## src/pd_ctrl_defines.svh

```systemverilog
// Timing constants for the power-down controller
`ifndef PD_CTRL_DEFINES_SVH
`define PD_CTRL_DEFINES_SVH
`define CLK_PERIOD_PS      40000
`define T_CKELCS_PS        5000
`define T_CKELCK_PS        5000
`define T_CKELCK_NCK       5
`define T_CKE_PS           7500
`define T_XP_PS            7500
`define T_CMDCKE_PS        3750
`define T_MRWCKEL_PS       14000
`define T_ZQCKE_PS         3750
`define T_CKCKEH_PS        3750
`define T_DQSCK_MAX_PS     3600
`define T_DQSS_MAX_PS      1250
`define T_DQS2DQ_MAX_PS    800
`define T_WR_PS            18000
`define CYC_UP(ps)         (((ps) + `CLK_PERIOD_PS - 1) / `CLK_PERIOD_PS)
`define POST_SHORT_CYC     1
`define POST_LONG_CYC      2
`define WRA_EXTRA_CYC      2
`endif

```

## src/pd_ctrl_pkg.sv

```systemverilog
// Types shared by the power-down controller
package pd_ctrl_pkg;
  typedef enum logic [2:0] {
    CMD_NONE = 3'h0,
    CMD_RD   = 3'h1,
    CMD_MRR  = 3'h2,
    CMD_WR   = 3'h3,
    CMD_WRA  = 3'h4,
    CMD_ACT  = 3'h5,
    CMD_MRW  = 3'h6,
    CMD_OSC  = 3'h7
  } cmd_kind_t;

  typedef struct packed {
    logic [7:0] rl;
    logic [7:0] wl;
    logic [7:0] bl;
    logic [7:0] nwr;
    logic       post_long;
  } lat_cfg_t;

  typedef enum logic [2:0] {
    ST_AWAKE  = 3'h0,
    ST_ENTER  = 3'h1,
    ST_DOWN   = 3'h2,
    ST_CLKRDY = 3'h3,
    ST_EXIT   = 3'h4
  } pd_state_t;
endpackage

```

## src/pd_ctrl.sv

```systemverilog
// Host-side power-down sequencer driving CKE, CS and clock gating
`include "pd_ctrl_defines.svh"

module pd_ctrl
  import pd_ctrl_pkg::*;
#(
  parameter int CW = 16
) (
  // Clock and reset
  input  wire logic      sys_clk,
  input  wire logic      rst,
  // User side
  input  wire logic      pd_req,
  input  wire logic      sr_mode,
  input  wire cmd_kind_t cmd_kind,
  input  wire logic      cmd_valid,
  input  wire logic [CW-1:0] mrw_long_cyc,
  input  wire lat_cfg_t  lat_cfg,
  input  wire logic      refresh_due,
  output logic           pd_active,
  output logic           cmd_ready,
  output logic           clk_chg_ok,
  // Memory pins
  output logic           cke,
  output logic           cs,
  output logic           clk_run
);
  // --------------------------------------------------------------
  // Cycle counts
  // --------------------------------------------------------------
  // Each time limit is rounded up to whole clocks
  localparam logic [CW-1:0] CKELCS_C = CW'(`CYC_UP(`T_CKELCS_PS));
  // Entry clock hold is the larger of its time and clock-count minimums
  localparam logic [CW-1:0] CKELCK_T = CW'(`CYC_UP(`T_CKELCK_PS));
  localparam logic [CW-1:0] CKELCK_N = CW'(`T_CKELCK_NCK);
  localparam logic [CW-1:0] CKELCK_C = (CKELCK_T > CKELCK_N) ? CKELCK_T : CKELCK_N;
  localparam logic [CW-1:0] CKE_C    = CW'(`CYC_UP(`T_CKE_PS));
  localparam logic [CW-1:0] XP_C     = CW'(`CYC_UP(`T_XP_PS));
  localparam logic [CW-1:0] CMDCKE_C = CW'(`CYC_UP(`T_CMDCKE_PS));
  localparam logic [CW-1:0] MRWCKEL_C = CW'(`CYC_UP(`T_MRWCKEL_PS));
  localparam logic [CW-1:0] CKCKEH_C = CW'(`CYC_UP(`T_CKCKEH_PS));
  localparam logic [CW-1:0] DQSCK_C  = CW'(`CYC_UP(`T_DQSCK_MAX_PS));
  localparam logic [CW-1:0] WRX_C    = CW'(`CYC_UP(`T_DQSS_MAX_PS + `T_DQS2DQ_MAX_PS));
  localparam logic [CW-1:0] TWR_C    = CW'(`CYC_UP(`T_WR_PS));

  // --------------------------------------------------------------
  // Command hold-off counter
  // --------------------------------------------------------------
  logic [CW-1:0] hold_r;
  logic [CW-1:0] hold_nxt;
  logic          osc_r;
  logic          osc_nxt;
  logic [CW-1:0] need;
  logic [CW-1:0] half_bl;
  logic [CW-1:0] post_c;

  // Load the largest pending delay per command
  always_comb begin
    half_bl = CW'(lat_cfg.bl >> 1);
    post_c  = lat_cfg.post_long ? CW'(`POST_LONG_CYC) : CW'(`POST_SHORT_CYC);
    need    = '0;
    osc_nxt = osc_r;
    if (cmd_valid && cmd_ready) begin
      unique case (cmd_kind)
        CMD_RD, CMD_MRR: need = CW'(lat_cfg.rl) + DQSCK_C + half_bl + post_c;
        CMD_WR:  need = CW'(lat_cfg.wl) + WRX_C + half_bl + TWR_C;
        CMD_WRA: need = CW'(lat_cfg.wl) + WRX_C + half_bl + CW'(lat_cfg.nwr)
                        + CW'(`WRA_EXTRA_CYC) + CW'(1);
        CMD_ACT: need = CMDCKE_C;
        CMD_MRW: need = (mrw_long_cyc > MRWCKEL_C) ? mrw_long_cyc : MRWCKEL_C;
        CMD_OSC: osc_nxt = 1'b1;
        CMD_NONE: osc_nxt = 1'b0; // Oscillator run reported done
      endcase
    end
    hold_nxt = (hold_r != '0) ? hold_r - CW'(1) : '0;
    if (need > hold_nxt) begin
      hold_nxt = need;
    end
  end

  always_ff @(posedge sys_clk or posedge rst) begin
    if (rst) begin
      hold_r <= '0;
      osc_r  <= 1'b0;
    end else begin
      hold_r <= hold_nxt;
      osc_r  <= osc_nxt;
    end
  end

  // --------------------------------------------------------------
  // Power-down sequencer
  // --------------------------------------------------------------
  pd_state_t     st_r;
  pd_state_t     st_nxt;
  logic [CW-1:0] tmr_r;
  logic [CW-1:0] tmr_nxt;
  logic [CW-1:0] lvl_r;
  logic [CW-1:0] lvl_nxt;
  logic          cke_r;
  logic          cke_nxt;
  logic          clk_r;
  logic          clk_nxt;
  logic          tmr_zero;
  logic          lvl_ok;

  assign tmr_zero = (tmr_r == '0);
  assign lvl_ok   = (lvl_r == '0);

  // Next state, timers and pin levels
  always_comb begin
    st_nxt  = st_r;
    tmr_nxt = tmr_zero ? '0 : tmr_r - CW'(1);
    lvl_nxt = lvl_ok ? '0 : lvl_r - CW'(1);
    cke_nxt = cke_r;
    clk_nxt = clk_r;
    unique case (st_r)
      ST_AWAKE: begin
        if (pd_req && !refresh_due && hold_r == '0 && !osc_r && tmr_zero && lvl_ok
            && !cmd_valid) begin
          st_nxt  = ST_ENTER;
          cke_nxt = 1'b0;
          lvl_nxt = CKE_C - CW'(1);
          tmr_nxt = ((CKELCK_C > CKELCS_C) ? CKELCK_C : CKELCS_C) - CW'(1);
        end
      end
      ST_ENTER: begin
        if (tmr_zero) begin
          st_nxt = ST_DOWN;
        end
      end
      ST_DOWN: begin
        clk_nxt = sr_mode ? 1'b0 : 1'b1;
        if ((!pd_req || (refresh_due && !sr_mode)) && lvl_ok) begin
          st_nxt  = ST_CLKRDY;
          clk_nxt = 1'b1;
          tmr_nxt = CKCKEH_C;
        end
      end
      ST_CLKRDY: begin
        if (tmr_zero) begin
          st_nxt  = ST_EXIT;
          cke_nxt = 1'b1;
          lvl_nxt = CKE_C - CW'(1);
          tmr_nxt = XP_C - CW'(1);
        end
      end
      ST_EXIT: begin
        if (tmr_zero) begin
          st_nxt = ST_AWAKE;
        end
      end
      default: st_nxt = ST_AWAKE;
    endcase
  end

  always_ff @(posedge sys_clk or posedge rst) begin
    if (rst) begin
      st_r  <= ST_AWAKE;
      tmr_r <= '0;
      lvl_r <= '0;
      cke_r <= 1'b1;
      clk_r <= 1'b1;
    end else begin
      st_r  <= st_nxt;
      tmr_r <= tmr_nxt;
      lvl_r <= lvl_nxt;
      cke_r <= cke_nxt;
      clk_r <= clk_nxt;
    end
  end

  // Pins and user status
  assign cke        = cke_r;
  assign cs         = 1'b0;
  assign clk_run    = clk_r;
  assign pd_active  = (st_r != ST_AWAKE);
  assign cmd_ready  = (st_r == ST_AWAKE) && !(pd_req && hold_r == '0 && !osc_r);
  assign clk_chg_ok = (st_r == ST_DOWN) && hold_r == '0;

  // --------------------------------------------------------------
  // CKE level age
  // --------------------------------------------------------------
  logic [CW-1:0] age_r;
  logic [CW-1:0] age_nxt;

  // Cycles since CKE last moved; saturates so a long stay cannot wrap
  always_comb begin
    age_nxt = age_r;
    if (cke_nxt != cke_r) begin
      age_nxt = '0;
    end else if (age_r != '1) begin
      age_nxt = age_r + CW'(1);
    end
  end

  always_ff @(posedge sys_clk or posedge rst) begin
    if (rst) begin
      age_r <= '1;
    end else begin
      age_r <= age_nxt;
    end
  end

  // --------------------------------------------------------------
  // Checks
  // --------------------------------------------------------------
  // A low CKE level lasts past the edge that follows its fall
  chk_cke_hold: assert property (@(posedge sys_clk) disable iff (rst)
    $fell(cke) |=> !cke)
    else $error("CKE low not held");

  // A high CKE level lasts past the edge that follows its rise
  chk_rise_hold: assert property (@(posedge sys_clk) disable iff (rst)
    $rose(cke) |=> cke)
    else $error("CKE high not held");

  // Every CKE level stands for the minimum level time
  chk_level_age: assert property (@(posedge sys_clk) disable iff (rst)
    $changed(cke) |-> ($past(age_r) >= (CKE_C - CW'(1))))
    else $error("CKE level shorter than minimum");

  // CKE only falls once every command hold-off has run out
  chk_no_early_low: assert property (@(posedge sys_clk) disable iff (rst)
    $fell(cke) |-> $past(hold_r) == '0)
    else $error("CKE low before counters expired");

  // A command that needs CKE high loads the hold-off counter
  chk_hold_load: assert property (@(posedge sys_clk) disable iff (rst)
    (cmd_valid && cmd_ready && !(cmd_kind inside {CMD_OSC, CMD_NONE})) |=> (hold_r != '0))
    else $error("Hold-off not loaded");

  // No entry while an oscillator run is open
  chk_osc_block: assert property (@(posedge sys_clk) disable iff (rst)
    $fell(cke) |-> !$past(osc_r))
    else $error("Power-down during oscillator run");

  // An accepted oscillator start marks the run as open
  chk_osc_set: assert property (@(posedge sys_clk) disable iff (rst)
    (cmd_valid && cmd_ready && cmd_kind == CMD_OSC) |=> osc_r)
    else $error("Oscillator run not recorded");

  // No entry on the edge where a command is still offered
  chk_busy_block: assert property (@(posedge sys_clk) disable iff (rst)
    $fell(cke) |-> !$past(cmd_valid))
    else $error("Entry with a command pending");

  // The clock keeps running through the entry clock hold
  chk_clk_after: assert property (@(posedge sys_clk) disable iff (rst)
    $fell(cke) |-> clk_run [*5])
    else $error("Clock stopped early");

  // CS stays low while CKE is low
  chk_cs_low: assert property (@(posedge sys_clk) disable iff (rst)
    !cke |-> !cs)
    else $error("CS not low");

  // No command is taken while CKE is low
  chk_cmd_shut: assert property (@(posedge sys_clk) disable iff (rst)
    !cke |-> !cmd_ready)
    else $error("Command offered in power-down");

  // CKE stays low for the whole power-down state
  chk_pd_low: assert property (@(posedge sys_clk) disable iff (rst)
    (st_r == ST_DOWN) |-> !cke)
    else $error("CKE high in power-down");

  // No command right after CKE rises
  chk_xp_wait: assert property (@(posedge sys_clk) disable iff (rst)
    $rose(cke) |-> !cmd_ready [*1])
    else $error("Command before tXP");

  // No command during the exit latency state
  chk_exit_wait: assert property (@(posedge sys_clk) disable iff (rst)
    (st_r == ST_EXIT) |-> !cmd_ready)
    else $error("Command during exit latency");

  // The clock runs on the edge before CKE rises
  chk_clk_before_exit: assert property (@(posedge sys_clk) disable iff (rst)
    $rose(cke) |-> $past(clk_run))
    else $error("Clock not stable before exit");

  // The clock was already back two edges before CKE rises
  chk_clk_restart: assert property (@(posedge sys_clk) disable iff (rst)
    $rose(cke) |-> $past(clk_run, 2))
    else $error("Clock restarted too late");

  // No clock change inside the entry clock hold
  chk_chg_window: assert property (@(posedge sys_clk) disable iff (rst)
    $fell(cke) |-> !clk_chg_ok [*5])
    else $error("Clock change offered too early");

  // Clock change is only offered with CKE low
  chk_chg_in_pd: assert property (@(posedge sys_clk) disable iff (rst)
    clk_chg_ok |-> !cke)
    else $error("Clock change offered with CKE high");

  // The clock only stops in the power-down state
  chk_stop_in_pd: assert property (@(posedge sys_clk) disable iff (rst)
    !clk_run |-> (st_r == ST_DOWN))
    else $error("Clock stopped outside power-down");

  // A due refresh starts the exit from non-self-refresh power-down
  chk_refresh_exit: assert property (@(posedge sys_clk) disable iff (rst)
    (st_r == ST_DOWN && refresh_due && !sr_mode && lvl_ok) |=> (st_r == ST_CLKRDY))
    else $error("Refresh did not force exit");

  // No entry while a refresh is due
  chk_no_entry_due: assert property (@(posedge sys_clk) disable iff (rst)
    $fell(cke) |-> !$past(refresh_due))
    else $error("Entry with refresh due");
endmodule

```

## config.mk

```make
export PLATFORM = sky130hd
export DESIGN_NAME = pd_ctrl
export DESIGN_NICKNAME = d
export VERILOG_FILES = /design/src/pd_ctrl_pkg.sv /design/src/pd_ctrl.sv
export VERILOG_INCLUDE_DIRS = /design/src /design/src/src
export SDC_FILE = /design/constraint.sdc
export NUM_CORES = 1
export LEC_CHECK = 0
export BUFFER_PORTS_ARGS = -buffer_cell sky130_fd_sc_hd__clkbuf_2
export CAP_MARGIN = 15
export CORE_ASPECT_RATIO = 0.6
export CORE_MARGIN = 1.5
export CORE_UTILIZATION = 55
export DETAILED_ROUTE_END_ITERATION = 8
export PLACE_DENSITY = 0.79
export SETUP_SLACK_MARGIN = 0.5
export SLEW_MARGIN = 30
export SYNTH_ARGS = -nofsm -noshare
export SYNTH_HDL_FRONTEND = slang
export SYNTH_SLANG_ARGS = --single-unit
```

## constraint.sdc

```tcl
create_clock -name sys_clk -period 4.13 [get_ports sys_clk]
set_clock_uncertainty 0.15 [all_clocks]
set_input_delay 0.413 -clock sys_clk [delete_from_list [all_inputs] [get_ports sys_clk]]
set_output_delay 0.413 -clock sys_clk [all_outputs]
set_load 0.05 [all_outputs]
```

Word level (Yosys, flattened, before mapping):

Cells that the tools add are included.

* bits in writable memories: 0
* bits in latches: 0
* memories: 0
* bits in registers: 54
* ROM bits: 0
* logic and storage cells: 97
* input port bits: 58

* order comparisons: 2
* $add $sub $neg: 12
* reduce and logical (&&, ||, !) cells: 33
* eq/ne operators: 16
* shift-type cells: 0
* muxes and demuxes: 27
* div/mod/pow operators: 0
* bitwise operators: 0
* $mul: 0

Operators by type and width (count)
* $mux W16: 11
* $pmux W16 S5: 1
* $logic_not A16 Y1: 3
* $pmux W16 S3: 1
* $sub A16 B1 Y16 const B: 3
* $pmux W16 S2: 1
* $add A9 B7 Y10: 2
* $add A8 B1 Y9 const B: 2
* $add A16 B1 Y16 const B: 1
* $gt A16 B1 Y1 const B: 1
* $gt A16 B16 Y1: 1
* $reduce_bool A16 Y1: 1
* $eq A3 B3 Y1 const B: 5
* $mux W3: 5
* $pmux W3 S5: 1
* $add A12 B1 Y13 const B: 1
* $logic_and A1 B1 Y1: 13
* $add A11 B2 Y12 const B: 1
* $eq A3 B2 Y1 const B: 4
* $add A10 B2 Y11: 1
* $add A10 B8 Y11: 1
* $ne A2 B2 Y1 const B: 5
* $eq A3 B1 Y1 const B: 2
* $logic_not A1 Y1: 6
* other kinds (11): 17

Logic depth before layout (Yosys ltp):

* depth after elaboration: 9
* mapped depth: 26

Worst setup path before layout:

Ideal clock, no wire load.

* path type: input-to-reg
* start: input port lat_cfg[10] in the netlist's numbering
* end: register hold_r[14]
* stages: 24
* setup time: 0.118 ns
* data required time: 3.862 ns
* path slack: -0.921 ns
* data arrival time: 4.783 ns
* cell sequence: inv_1 ha_1 inv_1 fa_1 a21o_1 a21oi_1 xor2_1 inv_1 ha_1 ha_1 and3_1 a221oi_1 xor2_1 nor2_1 a221oi_1 a21oi_1 ha_1 nand4_1 a21oi_1 o31ai_1 a21oi_1 clkbuf_1 nor2_1 a21o_1

* word-level cells in the longest chain between the ends: 8
* elaborated cells on any way between the ends: 11
* those cells by class: 7 x add/sub; 1 x order compare; 3 x mux

Ends and longest elaborated chain
* start: declaration: RTL line pd_ctrl.sv:18 `input wire lat_cfg_t lat_cfg,`
* $add A9 B7 Y10: RTL line pd_ctrl.sv:66, pd_ctrl.sv:67
* $add A10 B8 Y11: RTL line pd_ctrl.sv:67 `CMD_WRA: need = CW'(lat_cfg.wl) + WRX_C + half_bl + CW'(lat_cfg.nwr)`
* $add A11 B2 Y12: RTL line pd_ctrl.sv:67
* $add A12 B1 Y13: RTL line pd_ctrl.sv:67
* $pmux W16 S5 *: RTL line pd_ctrl.sv:64 `unique case (cmd_kind)`
* $mux W16 *: RTL line pd_ctrl.sv:63 `if (cmd_valid && cmd_ready) begin`
* $gt A16 B16 Y1: RTL line pd_ctrl.sv:76 `if (need > hold_nxt) begin`
* $mux W16 *: RTL line pd_ctrl.sv:76
* net hold_nxt[14]: RTL line pd_ctrl.sv:50 `logic [CW-1:0] hold_nxt;`
* end signal: assignment: RTL line pd_ctrl.sv:86 `hold_r <= hold_nxt;`
* end: declaration: RTL line pd_ctrl.sv:49 `logic [CW-1:0] hold_r;`

Mark *: on every way through the listed nets, which the timed path passes. The rest lies on a longest branch.
A chain may end at the register's enable or synchronous reset.

Worst setup path in the final report:

* start: input port lat_cfg[15] in the netlist's numbering
* end: register hold_r[4]

* word-level cells in the longest chain between the ends: 8
* elaborated cells on any way between the ends: 11
* those cells by class: 7 x add/sub; 1 x order compare; 3 x mux

Ends and longest elaborated chain (RTL line)
* $add A9 B7 Y10: pd_ctrl.sv:66, pd_ctrl.sv:67
* $add A10 B8 Y11: pd_ctrl.sv:67
* $add A11 B2 Y12: pd_ctrl.sv:67
* $add A12 B1 Y13: pd_ctrl.sv:67
* $pmux W16 S5 *: pd_ctrl.sv:64
* $mux W16 *: pd_ctrl.sv:63
* $gt A16 B16 Y1 *: pd_ctrl.sv:76
* $mux W16 *: pd_ctrl.sv:76
* net hold_nxt[4]: pd_ctrl.sv:50

Marks and branches as above.

==> metrics.cfg <==
[status]
status=finished, violations left
violations=negative setup slack

[placement]
hpwl_mm=12.0
gp_congestion=0.954
placement.io_buffers=61

[synth]
synth_flop_cell=dfrtp_1
synth_top_area_cell=dfrtp_1
synthCells=593
synth_most_common_cell=nor2_1
syn_area_per_cell_um2=8.33
syn_area_um2=4940
async_flop_share=1.00
synth_common_cells=nor2_1, ha_1, dfrtp_1
ys_seq_area_frac=0.274
synth.distinct_cells=61
synth_warnings=0
synth-edff-count=0
syn-num-nets=713
synth.area.top_cells=dfrtp_1, ha_1, nor2_1
ys_seq_elements=54
synth_top_area_frac=0.264

[layout]
layout-drive-gt1-share=0.365
fillers=498
area_delta_synth_final_pct=44.3
fin_util=0.826
num-nets-final=906
antenna_cells=0

[timing]
fin_crit_sh=1.20
fmax_mhz=202
period_minus_slack_ns=4.94
hold_viol_final=0
worst_slew_pin_slew_ns=0.860
setup_tns_ns=-12.28
rsz0062_at_grt=true
relSlewSlack=0.421
maxSlewViolCount=0
setup_viol=16
setup_ws_ns=-0.811

[clocking]
root_buffer=clkbuf_16
cts_tree=built
clkTransAtPathRegs_ns=0.07
clkLatencyLatePin_ns=0.30
cts_hold_buf=0
clockBufferDepth=2
cts_buffers=5
clock_sinks=54
htree_levels=2

[detailed_routing]
routedWlPerCell_um=19.6
postRouteWirelength_mm=17.6
route.detailed.drc=0
ant_nets=0
drtPass1Iterations=5
vias_per_cell=6.23
num_vias=5598
dr.first_iter.drc_count=586

[global_routing]
grt_overflow=0
grt_max_degree=55
antenna_found_initial=0
grt_pass1_vias=5337
grt_pass1_wl_mm=26.7
gr-usage-all-layers=0.348

[setup_path]
reg2reg_slack_ns=0.03
arrival_ns=4.97
cp-startpoint=lat_cfg[15]
crit_required_ns=4.16
endpoint_kind=flop
setup.worst_path.class=input port to flop
r2r_cells=16
timing.rr.start=hold_r[0]$_DFF_PP0_
r2r_end=hold_r[4]$_DFF_PP0_
worstPathMaxFanout=6
crit_slowest_cell=ha_1
critPathLaunchType=input port
setup.worst_path.end=hold_r[4]$_DFF_PP0_
cp_slowest_stage_delay_ns=0.28
crit_path_frequent_cell=buf_4

[power_and_ir_drop]
leakagePower_nw=3.45
powerDensity_nw_per_um2=294
power_frac_comb=0.481
power_frac_clock=0.265
internal-power_mw=1.40
p_sw_uw=692
netSwitchingFraction=0.330
seqPwrFrac=0.254
ir_worst_vdd_mv=0.264

[floorplanning]
core_area_um2=8620
dieArea_um2=9570
start_util=0.573
num_rows=26
io_pins=64
die_h_um=76.4
die_x_um=125

[run]
maxCapViolCount=0

[worst_hold_path]
hp-class=input port to async pin

## placed cells by master (no fill, tap or decap), drive strengths merged, types with 3 or more instances in the layout
cell type / count
or4: 7
nor2: 87
nor2b: 12
nand3b: 4
xnor2: 28
fa: 4
nand4: 7
nor3b: 5
a21oi: 34
a221oi: 5
dfrtp: 52
and2: 6
and3: 9
mux2i: 7
nand3: 12
ha: 58
buf: 141
nor3: 19
inv: 29
o21bai: 3
or3: 3
a21o: 18
o21a: 4
nor4: 11
o31ai: 5
clkbuf: 64
a31oi: 3
a311oi: 3
nand2: 47
a211oi: 6
o21ai: 26
o22ai: 9
a22oi: 4
nand2b: 6
xor2: 19
## timing repair
action,4_1_cts,5_1_grt
buffers inserted,26,12
setup endpoints to repair,16,16
endpoints found under the hold margin,0,0
gates resized for setup,43,41
pin swaps,41,26
gates cloned,2,0
## critical path, delay by kind of cell
kind / cells / cell delay [ns]
fa+ha+maj: 2 / 0.54
compound gates: 6 / 1.02
simple gates: 5 / 0.50
buf+inv: 19 / 2.50
## per-layer routing
metal / up-vias / track usage / routed length (um)
met3: 57 / 0.0801 / 1880
li1: 2525 / - / -
met2: 350 / 0.532 / 7670
met1: 2666 / 0.504 / 7620
met5: - / 0 / 0
met4: 0 / 0.0784 / 443
## kinds of logic after synthesis
kind of cell,count (synthesis),share of synthesized area
DFF,54,0.274
and+or+nand+nor,244,0.250
other,1,0.000760
adders and majority gates,62,0.163
AOI/OAI and AO/OA,133,0.176
muxes,9,0.0188
xor gates and xnor gates,47,0.0834
buffers and inverters,43,0.0345
## registers in the layout, indices dropped and copies added (netlist names)
name and flops:
st_r 3, osc_r 1, tmr_r 16, cke 1, hold_r 16, lvl_r 16, clk_run 1
## layout make-up
class,instances,area [um^2],area share
multi-input cells,496,3880,0.545
repair buffers,199,1410,0.198
flip-flops and latches,54,1350,0.190
inverters,30,140,0.0197
well taps,112,140,0.0197
clock buffers,6,139,0.0195
clock inverters,2,60.1,0.00843
## how the worst min path moves through the flow
stage                             from                  end  slack, ns  depth (start not counted)
finish                             rst  tmr_r[15]$_DFF_PP0_       0.06                          2
global placement       cke$_DFFE_PP1P_      cke$_DFFE_PP1P_       0.31                          2
floorplan           lvl_r[0]$_DFF_PP0_   lvl_r[0]$_DFF_PP0_       0.30                          1
CTS                                rst  tmr_r[15]$_DFF_PP0_       0.09                          2
global route                       rst  tmr_r[15]$_DFF_PP0_       0.12                          2
detailed placement  lvl_r[0]$_DFF_PP0_   lvl_r[0]$_DFF_PP0_       0.34                          1
## through the flow
step / setup WS [ns] / total power [mW] / cells / hold slack [ns] / cell area (um^2)
final: -0.811 / 2.10 / 899 / 0.0603 / 7120
after global routing: -0.967 / 2.17 / 899 / 0.120 / 7120
after CTS: -0.633 / 1.96 / 887 / 0.0885 / 6860
after detailed placement: -1.16 / 1.28 / 851 / 0.336 / 6240
after global placement: -1.09 / 1.26 / 851 / 0.311 / 6240
after floorplan: -0.530 / 0.962 / 593 / 0.300 / 5120
## power groups by stage
| stage | logic, mW | registers [mW] | clock network [mW] |
|---|---|---|---|
| 2_1_floorplan | 0.419 | 0.543 | 0 |
| 3_3_place_gp | 0.715 | 0.542 | 0 |
| 3_5_place_dp | 0.737 | 0.542 | 0 |
| 4_1_cts | 0.869 | 0.531 | 0.557 |
| 5_1_grt | 1.06 | 0.531 | 0.578 |
| 6_report | 1.01 | 0.531 | 0.556 |
Power figures use the tool's default switching activity.
